`config.mk`:
```
export PLATFORM = sky130hd
export DESIGN_NAME = acp_port
export DESIGN_NICKNAME = d
export VERILOG_FILES = /design/src/verilog/acp_pkg.sv /design/src/verilog/acp_reg_if.sv /design/src/verilog/acp_regs.sv /design/src/verilog/acp_port.sv
export SDC_FILE = /design/constraint.sdc
export NUM_CORES = 1
export LEC_CHECK = 0
export CAP_MARGIN = 5
export CELL_PAD_IN_SITES_DETAIL_PLACEMENT = 1
export CELL_PAD_IN_SITES_GLOBAL_PLACEMENT = 1
export CORE_ASPECT_RATIO = 1.5
export CORE_MARGIN = 4
export CORE_UTILIZATION = 45
export DETAILED_ROUTE_END_ITERATION = 10
export DONT_BUFFER_PORTS = 1
export PLACE_DENSITY = 0.68
export SLEW_MARGIN = 20
export SYNTH_ARGS = -nofsm -noshare
export SYNTH_HDL_FRONTEND = slang
export SYNTH_SLANG_ARGS = --single-unit
```
`constraint.sdc`:
```
create_clock -name core_clk -period 4.02 [get_ports core_clk]
set_input_delay 0.804 -clock core_clk [delete_from_list [all_inputs] [get_ports core_clk]]
set_output_delay 0.804 -clock core_clk [all_outputs]
set_load 0.01 [all_outputs]
```
`src/verilog/acp_pkg.sv`:
```
// constants, offsets and states of the serial configuration port
// assumes one core clock domain; pins are synchronised inside the port
package acp_pkg;

  localparam int          INSTR_BITS     = 16;
  localparam int          BYTE_BITS      = 8;
  localparam int          ADDR_W         = 13;
  localparam int          RW_BIT         = 15;
  localparam int          LEN_HI_BIT     = 14;
  localparam int          LEN_LO_BIT     = 13;
  localparam int          CFG_LSB_BIT    = 6;
  localparam int          NUM_SHADOW     = 17;

  localparam logic [12:0] ADDR_PORT_CFG  = 13'h0000;
  localparam logic [12:0] ADDR_CHAN_IDX  = 13'h0005;
  localparam logic [12:0] ADDR_SHADOW_LO = 13'h0008;
  localparam logic [12:0] ADDR_SHADOW_HI = 13'h0018;
  localparam logic [12:0] ADDR_XFER      = 13'h00FF;

  localparam logic [7:0]  RST_PORT_CFG   = 8'h00;
  localparam logic [7:0]  RST_CHAN_IDX   = 8'h03;
  localparam logic [7:0]  RST_SHADOW     = 8'h00;
  localparam logic [7:0]  XFER_GO        = 8'h01;

  localparam logic [1:0]  LEN_STREAM     = 2'h3;
  localparam logic [3:0]  INSTR_LAST     = 4'hF;
  localparam logic [3:0]  BYTE_LAST      = 4'h7;

  typedef enum logic [1:0] {
    ST_INSTR = 2'b00,
    ST_DATA  = 2'b01,
    ST_DONE  = 2'b10
  } acp_state_t;

endpackage

```
`src/verilog/acp_reg_if.sv`:
```
// byte access path between the serial engine and the register store
// assumes both ends run on the same core clock
interface acp_reg_if;
  logic                       wr_en;
  logic [acp_pkg::ADDR_W-1:0] addr;
  logic [7:0]                 wdata;
  logic [7:0]                 rdata;
  logic                       lsb_first;

  modport port (output wr_en, output addr, output wdata, input rdata, input lsb_first);
  modport regs (input wr_en, input addr, input wdata, output rdata, output lsb_first);
endinterface

```
`src/verilog/acp_regs.sv`:
```
// byte register store: port config, channel index, shadowed per-channel bank, transfer
// assumes single-cycle write strobes from the serial engine on core_clk
module acp_regs (
  input  wire logic                                   core_clk,
  input  wire logic                                   resetn,
  acp_reg_if.regs                                     bus,
  output logic [acp_pkg::NUM_SHADOW-1:0][7:0]         chan_a_cfg,
  output logic [acp_pkg::NUM_SHADOW-1:0][7:0]         chan_b_cfg
);
  import acp_pkg::*;

  logic [7:0]  port_cfg_q, port_cfg_d;
  logic [7:0]  chan_idx_q, chan_idx_d;
  logic        xfer_q, xfer_d;
  logic [7:0]  mas_a_q [NUM_SHADOW];
  logic [7:0]  mas_a_d [NUM_SHADOW];
  logic [7:0]  mas_b_q [NUM_SHADOW];
  logic [7:0]  mas_b_d [NUM_SHADOW];
  logic [7:0]  act_a_q [NUM_SHADOW];
  logic [7:0]  act_a_d [NUM_SHADOW];
  logic [7:0]  act_b_q [NUM_SHADOW];
  logic [7:0]  act_b_d [NUM_SHADOW];
  logic        in_shadow;
  logic [12:0] sh_off;
  logic [4:0]  sh_idx;

  assign in_shadow = (bus.addr >= ADDR_SHADOW_LO) && (bus.addr <= ADDR_SHADOW_HI);
  assign sh_off    = bus.addr - ADDR_SHADOW_LO;
  assign sh_idx    = sh_off[4:0];
  assign bus.lsb_first = port_cfg_q[CFG_LSB_BIT];

  ////////////////////////////////////////////////////////////////////////////
  always_comb begin
    port_cfg_d = port_cfg_q;
    chan_idx_d = chan_idx_q;
    if (bus.wr_en && bus.addr == ADDR_PORT_CFG) begin
      port_cfg_d = bus.wdata;
    end
    if (bus.wr_en && bus.addr == ADDR_CHAN_IDX) begin
      chan_idx_d = {6'h00, bus.wdata[1:0]};
    end
    xfer_d = bus.wr_en && bus.addr == ADDR_XFER && bus.wdata == XFER_GO;
  end

  always_ff @(posedge core_clk or negedge resetn) begin
    if (!resetn) begin
      port_cfg_q <= RST_PORT_CFG;
      chan_idx_q <= RST_CHAN_IDX;
      xfer_q     <= 1'b0;
    end else begin
      port_cfg_q <= port_cfg_d;
      chan_idx_q <= chan_idx_d;
      xfer_q     <= xfer_d;
    end
  end

  ////////////////////////////////////////////////////////////////////////////
  for (genvar i = 0; i < NUM_SHADOW; i++) begin : g_shadow
    always_comb begin
      mas_a_d[i] = mas_a_q[i];
      mas_b_d[i] = mas_b_q[i];
      if (bus.wr_en && in_shadow && sh_idx == 5'(i)) begin
        if (chan_idx_q[0]) begin
          mas_a_d[i] = bus.wdata;
        end
        if (chan_idx_q[1]) begin
          mas_b_d[i] = bus.wdata;
        end
      end
      act_a_d[i] = xfer_q ? mas_a_q[i] : act_a_q[i];
      act_b_d[i] = xfer_q ? mas_b_q[i] : act_b_q[i];
    end

    always_ff @(posedge core_clk or negedge resetn) begin
      if (!resetn) begin
        mas_a_q[i] <= RST_SHADOW;
        mas_b_q[i] <= RST_SHADOW;
        act_a_q[i] <= RST_SHADOW;
        act_b_q[i] <= RST_SHADOW;
      end else begin
        mas_a_q[i] <= mas_a_d[i];
        mas_b_q[i] <= mas_b_d[i];
        act_a_q[i] <= act_a_d[i];
        act_b_q[i] <= act_b_d[i];
      end
    end

    assign chan_a_cfg[i] = act_a_q[i];
    assign chan_b_cfg[i] = act_b_q[i];
  end

  ////////////////////////////////////////////////////////////////////////////
  always_comb begin
    bus.rdata = 8'h00;
    if (bus.addr == ADDR_PORT_CFG) begin
      bus.rdata = port_cfg_q;
    end else if (bus.addr == ADDR_CHAN_IDX) begin
      bus.rdata = chan_idx_q;
    end else if (bus.addr == ADDR_XFER) begin
      bus.rdata = {7'h00, xfer_q};
    end else if (in_shadow) begin
      bus.rdata = chan_idx_q[0] ? mas_a_q[sh_idx] : mas_b_q[sh_idx];
    end
  end
endmodule

```
`src/verilog/acp_port.sv`:
```
// three-wire serial configuration port: instruction decode, byte shifting, readback drive
// assumes sclk, chip select and data arrive asynchronously; sclk well below core_clk / 6
// Operation
// - all bits are shifted on edges of the host serial clock
// - chip select is active low; serial activity ignored while high
// - instruction capture starts at first sclk rise after select falls
// - select held low keeps port enabled, streaming continues
// - select high between bytes pauses a fixed-length frame, state kept; a streaming frame restarts
// - select never low: pins stay undriven, secondary static functions active
// - each frame opens with a sixteen bit instruction, then data
// - data phase length follows the two transfer length bits
// - data moves in whole bytes, one byte per register
// - first instruction bit (last bit when lsb first) selects read or write, decoded before data
// - on read the data pin turns to output at the data boundary
// - msb first after reset; lsb first selectable in port config
// - shadowed writes apply together on transfer write; transfer bit self-clears
// - per-channel writes go to every channel selected in channel index
// - per-channel read with both channels selected returns channel a
module acp_port (
  input  wire logic                                   core_clk,
  input  wire logic                                   resetn,
  input  wire logic                                   sclk_pin,
  input  wire logic                                   chip_select_n,
  input  wire logic                                   sdio_i,
  output logic                                        sdio_o,
  output logic                                        sdio_oe,
  output logic                                        static_mode,
  output logic                                        sec_dcs,
  output logic                                        sec_dfs,
  output logic [acp_pkg::NUM_SHADOW-1:0][7:0]         chan_a_cfg,
  output logic [acp_pkg::NUM_SHADOW-1:0][7:0]         chan_b_cfg
);
  import acp_pkg::*;

  acp_reg_if   rbus ();

  acp_regs u_regs (
    .core_clk   (core_clk),
    .resetn     (resetn),
    .bus        (rbus.regs),
    .chan_a_cfg (chan_a_cfg),
    .chan_b_cfg (chan_b_cfg)
  );

  logic        sclk_m_q, sclk_s_q, sclk_p_q;
  logic        csn_m_q, csn_s_q;
  logic        din_m_q, din_s_q;
  acp_state_t  state_q, state_d;
  logic [15:0] shift_q, shift_d;
  logic [3:0]  bit_cnt_q, bit_cnt_d;
  logic [1:0]  bytes_q, bytes_d;
  logic [1:0]  len_q, len_d;
  logic        rd_q, rd_d;
  logic        ld_q, ld_d;
  logic [12:0] addr_q, addr_d;
  logic [7:0]  out_q, out_d;
  logic        sdo_q, sdo_d;
  logic        oe_q, oe_d;
  logic        seen_q, seen_d;
  logic        dcs_q, dcs_d;
  logic        dfs_q, dfs_d;
  logic        sclk_rise, sclk_fall, sel, lsb;
  logic        instr_done, byte_done;
  logic [15:0] sh_next;
  logic [7:0]  byte_in;

  ////////////////////////////////////////////////////////////////////////////
  always_ff @(posedge core_clk or negedge resetn) begin
    if (!resetn) begin
      sclk_m_q <= 1'b0;
      sclk_s_q <= 1'b0;
      sclk_p_q <= 1'b0;
      csn_m_q  <= 1'b1;
      csn_s_q  <= 1'b1;
      din_m_q  <= 1'b0;
      din_s_q  <= 1'b0;
    end else begin
      sclk_m_q <= sclk_pin;
      sclk_s_q <= sclk_m_q;
      sclk_p_q <= sclk_s_q;
      csn_m_q  <= chip_select_n;
      csn_s_q  <= csn_m_q;
      din_m_q  <= sdio_i;
      din_s_q  <= din_m_q;
    end
  end

  assign sclk_rise = sclk_s_q & ~sclk_p_q;
  assign sclk_fall = ~sclk_s_q & sclk_p_q;
  assign sel       = ~csn_s_q;
  assign lsb       = rbus.lsb_first;
  assign sh_next   = lsb ? {din_s_q, shift_q[15:1]} : {shift_q[14:0], din_s_q};
  assign byte_in   = lsb ? sh_next[15:8] : sh_next[7:0];

  assign rbus.addr  = addr_q;
  assign rbus.wdata = byte_in;

  ////////////////////////////////////////////////////////////////////////////
  always_comb begin
    state_d    = state_q;
    shift_d    = shift_q;
    bit_cnt_d  = bit_cnt_q;
    bytes_d    = bytes_q;
    len_d      = len_q;
    rd_d       = rd_q;
    ld_d       = ld_q;
    addr_d     = addr_q;
    out_d      = out_q;
    sdo_d      = sdo_q;
    oe_d       = oe_q;
    instr_done = 1'b0;
    byte_done  = 1'b0;
    rbus.wr_en = 1'b0;
    seen_d     = seen_q | sel;
    dcs_d      = seen_q ? dcs_q : din_s_q;
    dfs_d      = seen_q ? dfs_q : sclk_s_q;
    if (!sel) begin
      oe_d = 1'b0;
      ld_d = 1'b0;
      if (!(state_q == ST_DATA && bit_cnt_q == 4'h0 && len_q != LEN_STREAM)) begin
        state_d   = ST_INSTR;
        bit_cnt_d = 4'h0;
        bytes_d   = 2'h0;
      end
    end else begin
      // turn pin to output for read data
      oe_d = (state_q == ST_DATA) && rd_q;
      if (ld_q) begin
        out_d = rbus.rdata;
        ld_d  = 1'b0;
      end
      if (sclk_rise) begin
        case (state_q)
          ST_INSTR: begin
            shift_d   = sh_next;
            bit_cnt_d = bit_cnt_q + 4'h1;
            if (bit_cnt_q == INSTR_LAST) begin
              instr_done = 1'b1;
              rd_d    = sh_next[RW_BIT];
              len_d   = sh_next[LEN_HI_BIT:LEN_LO_BIT];
              addr_d  = sh_next[ADDR_W-1:0];
              bytes_d = 2'h0;
              ld_d    = sh_next[RW_BIT];
              state_d = ST_DATA;
            end
          end
          ST_DATA: begin
            shift_d   = sh_next;
            bit_cnt_d = (bit_cnt_q == BYTE_LAST) ? 4'h0 : bit_cnt_q + 4'h1;
            if (bit_cnt_q == BYTE_LAST) begin
              byte_done  = 1'b1;
              rbus.wr_en = !rd_q;
              addr_d     = lsb ? addr_q + 13'h0001 : addr_q - 13'h0001;
              bytes_d    = bytes_q + 2'h1;
              if (len_q != LEN_STREAM && bytes_q == len_q) begin
                state_d = ST_DONE;
              end else begin
                ld_d = rd_q;
              end
            end
          end
          default: begin
          end
        endcase
      end
      if (sclk_fall && state_q == ST_DATA && rd_q) begin
        sdo_d = lsb ? out_q[0] : out_q[7];
        out_d = lsb ? {1'b0, out_q[7:1]} : {out_q[6:0], 1'b0};
      end
    end
  end

  always_ff @(posedge core_clk or negedge resetn) begin
    if (!resetn) begin
      state_q   <= ST_INSTR;
      shift_q   <= 16'h0000;
      bit_cnt_q <= 4'h0;
      bytes_q   <= 2'h0;
      len_q     <= 2'h0;
      rd_q      <= 1'b0;
      ld_q      <= 1'b0;
      addr_q    <= 13'h0000;
      out_q     <= 8'h00;
      sdo_q     <= 1'b0;
      oe_q      <= 1'b0;
      seen_q    <= 1'b0;
      dcs_q     <= 1'b0;
      dfs_q     <= 1'b0;
    end else begin
      state_q   <= state_d;
      shift_q   <= shift_d;
      bit_cnt_q <= bit_cnt_d;
      bytes_q   <= bytes_d;
      len_q     <= len_d;
      rd_q      <= rd_d;
      ld_q      <= ld_d;
      addr_q    <= addr_d;
      out_q     <= out_d;
      sdo_q     <= sdo_d;
      oe_q      <= oe_d;
      seen_q    <= seen_d;
      dcs_q     <= dcs_d;
      dfs_q     <= dfs_d;
    end
  end

  assign sdio_o      = sdo_q;
  assign sdio_oe     = oe_q;
  assign static_mode = ~seen_q;
  assign sec_dcs     = dcs_q;
  assign sec_dfs     = dfs_q;
endmodule

```
After elaboration in Yosys (flattened, before gate mapping)
Index checks and enable logic that the tools add are counted.
W data, S select, Z words.
{"block": "op_classes", "n_addsub": 5, "multipliers": 0, "div": 0, "order_cmp": 3, "eq_ne": 30, "shift": 0, "mux": 49, "bitwise_logic": 8, "reduce_logical": 81}
{"cell": "$mux W8", "n": 13}
{"cell": "$bmux W8 S5", "n": 2}
{"cell": "$reduce_and A2 Y1", "n": 36}
{"cell": "$eq A5 B4 Y1 const B", "n": 8}
{"cell": "$mux W13", "n": 3}
{"cell": "$logic_and A1 B1 Y1", "n": 29}
{"cell": "$pmux W13 S2", "n": 1}
{"cell": "$eq A5 B3 Y1 const B", "n": 4}
{"cell": "$mux W2", "n": 10}
{"cell": "$mux W16", "n": 1}
{"cell": "$mux W4", "n": 4}
{"cell": "$add A13 B1 Y13 const B", "n": 1}
{"cell": "$eq A13 B3 Y1 const B", "n": 1}
{"cell": "$eq A13 B8 Y1 const B", "n": 1}
{"cell": "$ge A13 B4 Y1 const B", "n": 1}
{"cell": "$le A13 B5 Y1 const B", "n": 1}
{"cell": "$logic_not A13 Y1", "n": 1}
{"cell": "$sub A13 B1 Y13 const B", "n": 1}
{"cell": "$mux W1", "n": 11}
{"cell": "$eq A5 B2 Y1 const B", "n": 2}
{"cell": "$reduce_and A5 Y1", "n": 2}
{"cell": "$eq A8 B1 Y1 const B", "n": 1}
{"cell": "$pmux W2 S2", "n": 2}
{"cell": "$pmux W4 S2", "n": 1}
{"cell": "29 further kinds", "n": 39}
{"block": "totals", "reg_bits": 616, "latch_bits": 0, "ramBits": 0, "romBits": 0, "in_bits": 5, "mem_count": 0}

Depth between registers and ports, before layout
Gate-level depths: netlist of run 1.
{"block": "depth", "word_depth": 12, "depth_mapped": 12, "ltp_nobuf": 8}

Modules after synthesis
Synthesis of run 1 repeated with hierarchy kept, for this count alone.
{"block": "hier_totals", "cells_unflattened": 1893, "hier_area_um2": 27131.0}
{"module": "acp_regs", "n_inst": 1, "cells_per_inst": 1519, "area_each_um2": 23679.0, "seq_area_each_um2": 13890.8}
{"module": "acp_port", "n_inst": 1, "cells_per_inst": 374, "area_each_um2": 3452.1, "seq_area_each_um2": 1529.0}

Worst setup path after synthesis of run 1
Ideal clock, no wire load.
{"block": "synth_timing", "path_type": "flip-flop to flip-flop", "from": "reg u_regs.port_cfg_q[6]", "to": "reg addr_q[11]", "t_arrival_ps": 3221, "required_time_ps": 3938, "path_slack_ps": 717, "path_stages_with_launch": 12, "path_buffers": 3, "period_less_slack_ps": 3303, "path_cell_list": "dfrtp_1 > clkbuf_1 > clkbuf_1 > buf_1 > inv_1 > ha_1 > a211oi_1 > o21ai_1 > a41oi_1 > nor2b_1 > or4_1 > a31oi_1"}
{"block": "synth_via", "elab_chain_cells": 3, "word_cells_on_any_way": 5, "cone_classes": "5 x mux"}
{"item": "from (decl)", "line": "acp_regs.sv:12", "text": "logic [7:0] port_cfg_q, port_cfg_d;"}
{"item": "from (signal assigned)", "line": "acp_regs.sv:51", "text": "port_cfg_q <= port_cfg_d;"}
{"item": "$mux W13 or $mux W16 (tied branches)", "line": "acp_port.sv:153, acp_port.sv:92"}
{"item": "$mux W13, on equally long branches", "line": "acp_port.sv:150, acp_port.sv:137"}
{"item": "$pmux W13 S2 (*)", "line": "acp_port.sv:133", "text": "case (state_q)"}
{"item": "to (signal assigned)", "line": "acp_port.sv:197", "text": "addr_q <= addr_d;"}
{"item": "to (decl)", "line": "acp_port.sv:55", "text": "logic [12:0] addr_q, addr_d;"}
Mark *: on every way between the ends. The rest lies on a longest branch, timed or not. The select of a mux whose other input is x is not followed.
A chain may end at the register's enable or synchronous reset.

==> impl_metrics.yaml, run 1 <==
outcome:
  status: "complete, but fails checks"
  violations: "hold timing, slew limit"
pwr:
  power.leakage_nw: 13.26
  p_clk_share_pct: 45.6
  seqPwrFrac_pct: 50.5
  p_int_mw: 9.622
  vdd_drop_max_mv: 0.3564
  p_switching_mw: 2.866
  p_sw_share_pct: 22.95
  comb_power_share_pct: 3.9
  power.density_nw_per_um2: 430.8
worst_hold_path:
  hp-class: "in -> async"
worst_setup_path:
  rr_worst_depth: 6
  cp.required_ns: 3.15
  worst_setup_path_start_kind: "input port"
  cp_max_fo: 616
  critPathArrivalTime_ns: 2.91
  crit_type: "in -> async"
  crit_cells: 0
  reg2reg_to: "u_regs.mas_a_q[104]$_DFFE_PN0P_"
  r2r-start: "addr_q[3]$_DFFE_PN0P_"
  regToRegSetupSlack_ns: 0.72
  cp-end-kind: "asynchronous set/reset pin"
sta:
  slew_headroom_pct: -183.2
  final-setup-viol-count: 0
  maxSlewViolCount: 494
  hold_ws_ns: -0.06057
  max_freq_ghz: 0.2642
  setup_tns_ns: 0
  fin_crit_ns: 3.785
  finalClockSkew_ns: 0.03479
  finalHoldViolCount: 10
  fin_crit_sh_pct: 94.16
  rsz0062_at_grt: "false"
  tightest_slew_ns: 4.248
synth:
  yosys_warnings: 0
  synth-xor-area-share_pct: 0.2994
  ys.flop_type: "dfrtp_1"
  synth_compound_area_share_pct: 9.971
  synth.cell_area_um2: 26330
  async_reset_ff_share_pct: 100.0
  synth_top_family_by_area: "multiplexers"
  synthCells: 2156
  ys_ff_latch: 616
  synth_cell_type_count: 72
  synthMuxAreaShare_pct: 18.42
  syn_avg_cell_area_um2: 12.21
  synth-simple-area-share_pct: 9.234
  synth_edf_count: 0
  synthesis.nets: 2177
  yosysSeqAreaShare_pct: 58.57
  synth-adder-area-share_pct: 0.7889
clock_network:
  cts_sinks: 616
  clock_latency_ns: 0.63
  cts-root-buf: "clkbuf_16"
  cts_max_level: 2
  cts_buffers: 56
  tritoncts: "yes"
  clk_pin_slew_ns: 0.07
  post_cts_buffers: 0
  ctsResizeCount: 0
  cts.path.max_buffers: 3
global_route:
  grt_max_degree: 617
  grt_pass1_wl_um: 125000
  antenna_found_initial: 1
  grt_pass1_vias: 18330
  grt.overflow.total: 0
  global_route.usage.total_pct: 26.34
placement:
  portBuffers: 0
  dp_hpwl_um: 56320
  place_inst: 2805
  finalWeightedCongestion: 0.9108
  post_dp_cell_area_um2: 27030
finish:
  final_cell_mix: "dfrtp_1, mux2_2, nand2_1"
  nFillCells: 5818
  num_antenna_cells: 0
  layout_commonest_cell: "dfrtp_1"
  fin_nets: 2114
  fin_cells: 2909
  areaGrowthSynthToFinish_pct: 10.11
  design_area_um2: 28990
  layout-drive-gt1-share_pct: 24.87
die:
  initial_core_util_pct: 45.41
  row_count: 108
  io_pins: 282
  fp.dieH_um: 304.2
  coreArea_um2: 57970
  die_w_um: 205.5
  die-area_um2: 62520
route:
  vias: 17160
  first_pass_iters: 5
  routedWlPerCell_um: 28.19
  drc: 0
  routed_via_density: 5.897
  antenna_left: 0
  drt_wl_total_um: 82010
  drt-initial-drc-count: 1041
job:
  maxCapViolCount: 0
==> worst max path at each step <==
stage / startpoint / to / slack [ns]
final: resetn / addr_q[1]$_DFFE_PN0P_ / 0.23
after global routing: addr_q[3]$_DFFE_PN0P_ / u_regs.mas_a_q[0]$_DFFE_PN0P_ / 0.51
after CTS: addr_q[3]$_DFFE_PN0P_ / u_regs.mas_a_q[46]$_DFFE_PN0P_ / 0.80
after detailed placement: addr_q[3]$_DFFE_PN0P_ / u_regs.mas_a_q[46]$_DFFE_PN0P_ / 0.81
after global placement: addr_q[3]$_DFFE_PN0P_ / u_regs.mas_a_q[105]$_DFFE_PN0P_ / 0.95
after floorplan: u_regs.port_cfg_q[6]$_DFFE_PN0P_ / addr_q[11]$_DFFE_PN0P_ / 0.72
==> power by group through the flow <==
stage	Combinational, mW	Sequential (mW)	Clock [mW]
after floorplan	0.243	6.39	0
after detailed placement	0.490	6.42	0
after global routing	0.520	6.30	6.11
after CTS	0.488	6.30	5.83
after global placement	0.475	6.42	0
final	0.488	6.30	5.70
==> Yosys cell counts, types with 20 or more instances <==
library cell | n | area [um2]
mux2_2 | 279 | 3142
nand2_1 | 226 | 848.3
o21ai_0 | 181 | 905.9
nand3_1 | 20 | 100.1
mux4_2 | 58 | 1306
a21oi_1 | 157 | 785.8
buf_2 | 38 | 190.2
clkbuf_1 | 99 | 371.6
nor2b_1 | 20 | 125.1
mux2i_1 | 40 | 400.4
o21ai_1 | 21 | 105.1
nor2_1 | 147 | 551.8
dfrtp_1 | 612 | 15310
==> through the flow <==
stage	util, %	power [mW]	hold slack (ns)	worst slack (ns)
finish	50.00	12.49	-0.06057	0.2349
global route	50.00	12.93	-0.09485	0.5148
global placement	46.63	6.891	0.3366	0.9523
floorplan	-	6.632	0.3312	0.7167
detailed placement	46.63	6.908	0.3425	0.8141
CTS	50.00	12.62	-0.08695	0.7990
==> logic make-up (layout without fill, tap and decap cells) <==
group,count (synthesis),in the layout
fa+ha+maj,16,16
mux,377,377
buf+inv,167,150
compound gates,462,462
simple gates,509,509
xor+xnor,9,9
flops,616,616
==> flip-flops by register name (all words and copies together) (netlist names), 4 cells and up <==
register           count
out_q                  8
u_regs.chan_b_cfg    136
u_regs.mas_b_q       136
addr_q                13
u_regs.mas_a_q       136
u_regs.chan_a_cfg    136
u_regs.port_cfg_q      8
shift_q               16
bit_cnt_q              4
==> routing by layer <==
metal / global-route usage (%) / share of wire [%] / up-vias
met1: 32.46 / 39 / 9096
met5: 0 / 0 / -
met4: 8.511 / 3.5 / 0
met2: 45.72 / 52 / 404
met3: 6.033 / 5.8 / 126
li1: - / - / 7529
==> layout make-up <==
cell class	instances	area [um2]	area share [%]
clock buffer	83	1644	5.672
clock inverter	21	314.1	1.083
inverter	11	41.29	0.1424
multi-input combinational	1373	10290	35.51
sequential	616	15430	53.24
tap	770	963.4	3.324
timing repair buffer	35	300.3	1.036
No activity file was read; power rests on OpenSTA's default activity.
==> inputs of run 2 (changes only) <==
ABC_AREA = 1   (was default)
PLACE_DENSITY = 0.7   (was 0.68)
==> impl_metrics.yaml, run 2 <==
synth:
  yosys_warnings: 0
  synth_cell_type_count: 44
  synthesis.nets: 2554
  synth_largest_type_area_fraction_pct: 58.23
  ys_ff_latch: 616
  synth_common_cells: "dfrtp_1, nand2_1, o21ai_1"
  yosysSeqAreaShare_pct: 58.63
  synthCells: 2533
  ys.flop_type: "dfrtp_1"
  synthTopCellsByArea: "dfrtp_1, mux2_2, nand2_1"
  async_reset_ff_share_pct: 100.0
  yosysMostFrequentCell: "dfrtp_1"
  syn_avg_cell_area_um2: 10.38
  synth.cell_area_um2: 26300
  yosys.area.top_type: "dfrtp_1"
  synth_edf_count: 0
route:
  drc: 0
  vias: 19180
  routed_via_density: 5.802
  drt-initial-drc-count: 1280
  first_pass_iters: 5
  routedWlPerCell_um: 27.20
  drt_wl_total_um: 89900
  antenna_left: 0
sta:
  hold_ws_ns: -0.1187
  maxSlewViolCount: 149
  fin_crit_sh_pct: 78.04
  finalHoldViolCount: 49
  slew_headroom_pct: -16.40
  rsz0062_at_grt: "false"
  setup_tns_ns: 0
  fin_crit_ns: 3.137
  finalClockSkew_ns: 0.01861
  max_freq_ghz: 0.3188
  final-setup-viol-count: 0
  tightest_slew_ns: 1.746
worst_setup_path:
  slowest_delay_ns: 0.75
  cp.buffers_inverters: 2
  critPathArrivalTime_ns: 3.70
  crit_type: "reg -> reg"
  r2r-start: "addr_q[0]$_DFFE_PN0P_"
  cp_max_fo: 24
  startpoint: "addr_q[0]$_DFFE_PN0P_"
  worst_path_most_repeated_cell: "nand2_1"
  worst_setup_path_start_kind: "flop"
  cp-end-kind: "flop"
  cp_top_family: "compound AO/OA/AOI/OAI gates"
  cp.required_ns: 4.58
  slowest_stage: "dfrtp_1"
  worstPathCellList: "inv_2, nand2_2, buf_4, o22ai_1, o21ai_0, nand2_1, o211ai_1, nand3_1, nand2_1, nand2_1, nand2_1"
pwr:
  p_switching_mw: 2.908
  p_clk_share_pct: 46.8
  p_sw_share_pct: 23.27
  power.leakage_nw: 13.54
  power.density_nw_per_um2: 430.8
  comb_power_share_pct: 3.2
  p_int_mw: 9.586
  vdd_drop_max_mv: 0.3168
  seqPwrFrac_pct: 50.0
die:
  die-area_um2: 62450
  io_pins: 282
  initial_core_util_pct: 45.47
  row_count: 108
  fp.dieH_um: 304.1
  die_w_um: 205.4
  coreArea_um2: 57840
global_route:
  grt_pass1_vias: 20400
  antenna_found_initial: 0
  grt.overflow.total: 0
  grt_pass1_wl_um: 134500
  global_route.usage.total_pct: 28.54
  grt_max_degree: 617
finish:
  layout_commonest_cell: "dfrtp_1"
  final_cell_mix: "dfrtp_1, nand2_1, o21ai_1"
  utilization_pct: 50.14
  num_antenna_cells: 0
  areaGrowthSynthToFinish_pct: 10.28
  layout-drive-gt1-share_pct: 17.91
  nFillCells: 6346
  regArea_um2: 15420
  fin_nets: 2506
  design_area_um2: 29000
  fin_cells: 3305
  multi_input_area_um2: 9729
clock_network:
  cts_sinks: 616
  cts.path.max_buffers: 3
  cts_max_level: 2
  clk_pin_slew_ns: 0.07
  post_cts_buffers: 0
  clock_latency_ns: 0.63
  cts_buffers: 58
  tritoncts: "yes"
  cts-root-buf: "clkbuf_16"
  ctsResizeCount: 0
placement:
  place_inst: 3195
  post_dp_cell_area_um2: 26970
  finalWeightedCongestion: 0.9342
  dp_hpwl_um: 63450
  portBuffers: 0
worst_hold_path:
  hp-class: "in -> async"
outcome:
  status: "complete, but fails checks"
  violations: "hold timing, slew limit"
job:
  maxCapViolCount: 0
## run 2: cell count changes after synthesis, moves of 21 or more
cell      previous run  this run
mux4_2              58         0
nand2_1            226       550
o22ai_1              9        85
mux2i_1             40         1
o21ai_0            181        88
nand3_4              0        30
o21ai_1             21       294
a21oi_1            157        81
inv_1               11       110
nor2_1             147       114
clkbuf_1            99        78
mux2_2             279       237
## run 2: final timing paths
| path | slack [ns] | to | cells after the start |
|---|---|---|---|
| setup / recovery | 0.88 | out_q[7]$_DFFE_PN0P_ | 11 |
| max in group asynchronous | 2.75 | u_regs.chan_b_cfg[22]$_DFFE_PN0P_ | 0 |
| hold / removal | -0.12 | u_regs.chan_b_cfg[36]$_DFFE_PN0P_ | 0 |
| setup reg to reg | 0.88 | out_q[7]$_DFFE_PN0P_ | 11 |
| min in group core_clk | 0.18 | csn_m_q$_DFF_PN1_ | 0 |
| hold reg to reg | 0.35 | din_s_q$_DFF_PN0_ | 0 |
## run 2: stage by stage
step | power, mW | setup slack (ns) | hold WS, ns
floorplan | 6.552 | 1.253 | 0.3312
global placement | 6.756 | 1.042 | 0.3441
detailed placement | 6.765 | 0.9772 | 0.3363
CTS | 12.59 | 0.9412 | -0.1341
global route | 12.89 | 0.7420 | -0.1446
finish | 12.49 | 0.8830 | -0.1187
## run 2: power groups by stage
stage | clock, mW | sequential, mW | combinational, mW
6_report | 5.84 | 6.25 | 0.405
2_1_floorplan | 0 | 6.35 | 0.197
3_3_place_gp | 0 | 6.36 | 0.397
5_1_grt | 6.22 | 6.24 | 0.426
3_5_place_dp | 0 | 6.36 | 0.404
4_1_cts | 5.94 | 6.24 | 0.407
## run 2: cell type report
cell class / instances / area share (%)
Tap cell: 770 / 3.322
Clock buffer: 76 / 5.587
Timing Repair Buffer: 41 / 1.277
Clock inverter: 34 / 1.415
Multi-Input combinational cell: 1639 / 33.55
Sequential cell: 616 / 53.18
Inverter: 129 / 1.670
## run 2: cells by family (layout without fill, tap and decap cells)
group           count (synthesis)  after routing  synth area share, %
flops                         616            616                58.63
mux                           238            238                10.19
fa+ha+maj                      16             16               0.7898
buf+inv                       278            280                4.482
compound gates                589            589                11.99
xor+xnor                        9              9               0.2997
simple gates                  787            787                13.62
## run 2: per-layer routing
metal  track usage, %  vias up  wire length [um]  share of wire [%]
met3            4.349      201              4269                4.7
met1            33.79     9922             33920                 38
li1                 -     8526                 -                  -
met2            50.45      527             46440                 52
met5                0        -                 0                  0
met4            13.69        0              5273                5.9
==> inputs of run 3 (changes only) <==
ABC_AREA = 0   (was 1)
PLACE_DENSITY = 0.68   (was 0.7)
clock period = 2.9 ns   (was 4.02 ns; I/O delays follow)
==> impl_metrics.yaml, run 3 (synthesis results as in run 1) <==
clock_network:
  cts.path.max_buffers: 3
  cts_max_level: 2
  clk_pin_slew_ns: 0.07
  post_cts_buffers: 0
  cts_sinks: 616
  clock_latency_ns: 0.63
  cts-root-buf: "clkbuf_16"
  tritoncts: "yes"
  hold_buffers: 3
  cts_buffers: 58
  ctsResizeCount: 0
sta:
  final-setup-viol-count: 0
  tightest_slew_ns: 1.679
  fin_crit_ns: 2.700
  fin_ws_ns: 0.1998
  setup_tns_ns: 0
  slew_headroom_pct: -11.91
  maxSlewViolCount: 224
  max_freq_ghz: 0.3703
  finalHoldViolCount: 423
  fin_crit_sh_pct: 93.11
  rsz0062_at_grt: "false"
  finalClockSkew_ns: 0.03153
  hold_ws_ns: -0.2972
pwr:
  vdd_drop_max_mv: 0.6375
  p_total_mw: 17.79
  power.density_nw_per_um2: 601.4
  power.leakage_nw: 13.56
placement:
  post_dp_cell_area_um2: 27430
  portBuffers: 0
  place_inst: 2851
  pre_cts_slack_ns: 0.2300
  dp_hpwl_um: 56930
  finalWeightedCongestion: 0.8869
worst_setup_path:
  regToRegSetupSlack_ns: 0.20
  worst_path_most_repeated_cell: "buf_12"
  slowest_stage: "dfrtp_4"
  cp_top_family: "multiplexers"
  critPathArrivalTime_ns: 3.20
  cp_max_fo: 25
  rr_worst_depth: 7
  worstPathCellList: "buf_12, buf_12, mux4_2, mux2i_1, o2111ai_1, nand4_1, o211ai_1"
  cp.required_ns: 3.40
  cp-end-kind: "flop"
  crit_cells: 7
  cp.buffers_inverters: 2
  startpoint: "addr_q[0]$_DFFE_PN0P_"
  slowest_delay_ns: 0.59
  reg2reg_to: "out_q[1]$_DFFE_PN0P_"
  crit_type: "reg -> reg"
  critical_path.endpoint: "out_q[1]$_DFFE_PN0P_"
  worst_setup_path_start_kind: "flop"
  r2r-start: "addr_q[0]$_DFFE_PN0P_"
route:
  routedWlPerCell_um: 27.88
  drt_wl_total_um: 82600
  vias: 17360
  first_pass_iters: 5
  antenna_left: 0
  drc: 0
  drt-initial-drc-count: 1005
  routed_via_density: 5.859
die:
  io_pins: 282
  coreArea_um2: 57970
  row_count: 108
  initial_core_util_pct: 45.41
  fp.dieH_um: 304.2
  die_w_um: 205.5
  die-area_um2: 62520
global_route:
  grt_pass1_wl_um: 126200
  antenna_found_initial: 1
  grt_max_degree: 617
  grt.overflow.total: 0
  grt_pass1_vias: 18800
  global_route.usage.total_pct: 26.41
outcome:
  status: "complete, but fails checks"
  violations: "hold timing, slew limit"
finish:
  fin_cells: 2963
  layout_commonest_cell: "dfrtp_1"
  layout-drive-gt1-share_pct: 26.73
  design_area_um2: 29580
  areaGrowthSynthToFinish_pct: 12.35
  final_cell_mix: "dfrtp_1, mux2_2, nand2_1"
  utilization_pct: 51.02
  fin_nets: 2165
job:
  maxCapViolCount: 0
worst_hold_path:
  hp-class: "in -> async"
==> run 3: changes by cell type in the layout (fill, tap and decap cells not counted), sizes merged, moves of 20 or more <==
cell / change
nand2: -322
o21ai: -164
inv: -120
a21oi: +77
o22ai: -76
mux4: +58
nand3: -50
mux2: +42
buf: +40
mux2i: +39
nor2: +23
nor2b: +20
==> run 3: how the worst min path moves through the flow <==
| stage | startpoint | end | cells after the start |
|---|---|---|---|
| floorplan | resetn | addr_q[0]$_DFFE_PN0P_ | 0 |
| global placement | resetn | u_regs.chan_a_cfg[10]$_DFFE_PN0P_ | 0 |
| detailed placement | resetn | u_regs.chan_a_cfg[11]$_DFFE_PN0P_ | 0 |
| CTS | resetn | u_regs.chan_a_cfg[11]$_DFFE_PN0P_ | 0 |
| global route | resetn | u_regs.chan_a_cfg[11]$_DFFE_PN0P_ | 0 |
| finish | resetn | u_regs.chan_a_cfg[11]$_DFFE_PN0P_ | 0 |
==> run 3: worst reg2reg max path, delay by kind of cell (launching register included) <==
kind / cells / cell delay (ns)
muxes: 2 / 1.02
buffers and inverters: 2 / 0.54
DFF: 1 / 0.59
AOI/OAI and AO/OA: 2 / 0.30
and+or+nand+nor: 1 / 0.16
==> run 3: where the power goes <==
group	internal (mW)	switching (mW)
logic	0.130	0.553
clock network	4.94	3.43
registers	8.66	0.0857
==> run 3: per-layer routing <==
layer	up-vias	track usage (%)	part of all wire (%)
met5	-	0	0
met4	0	7.514	3.1
met3	99	5.927	6.0
met2	442	45.62	52
met1	9208	33.33	39
li1	7611	-	-
==> run 3: final cells by class <==
type                            instances  area [um2]
Sequential cell                       616       15430
Clock buffer                           87        1773
Clock inverter                         21       341.6
Inverter                               11       45.04
Timing Repair Buffer                   84       738.2
Antenna cell                            1       2.502
Multi-Input combinational cell       1373       10280
Fill cell                            5850       28390
Tap cell                              770       963.4
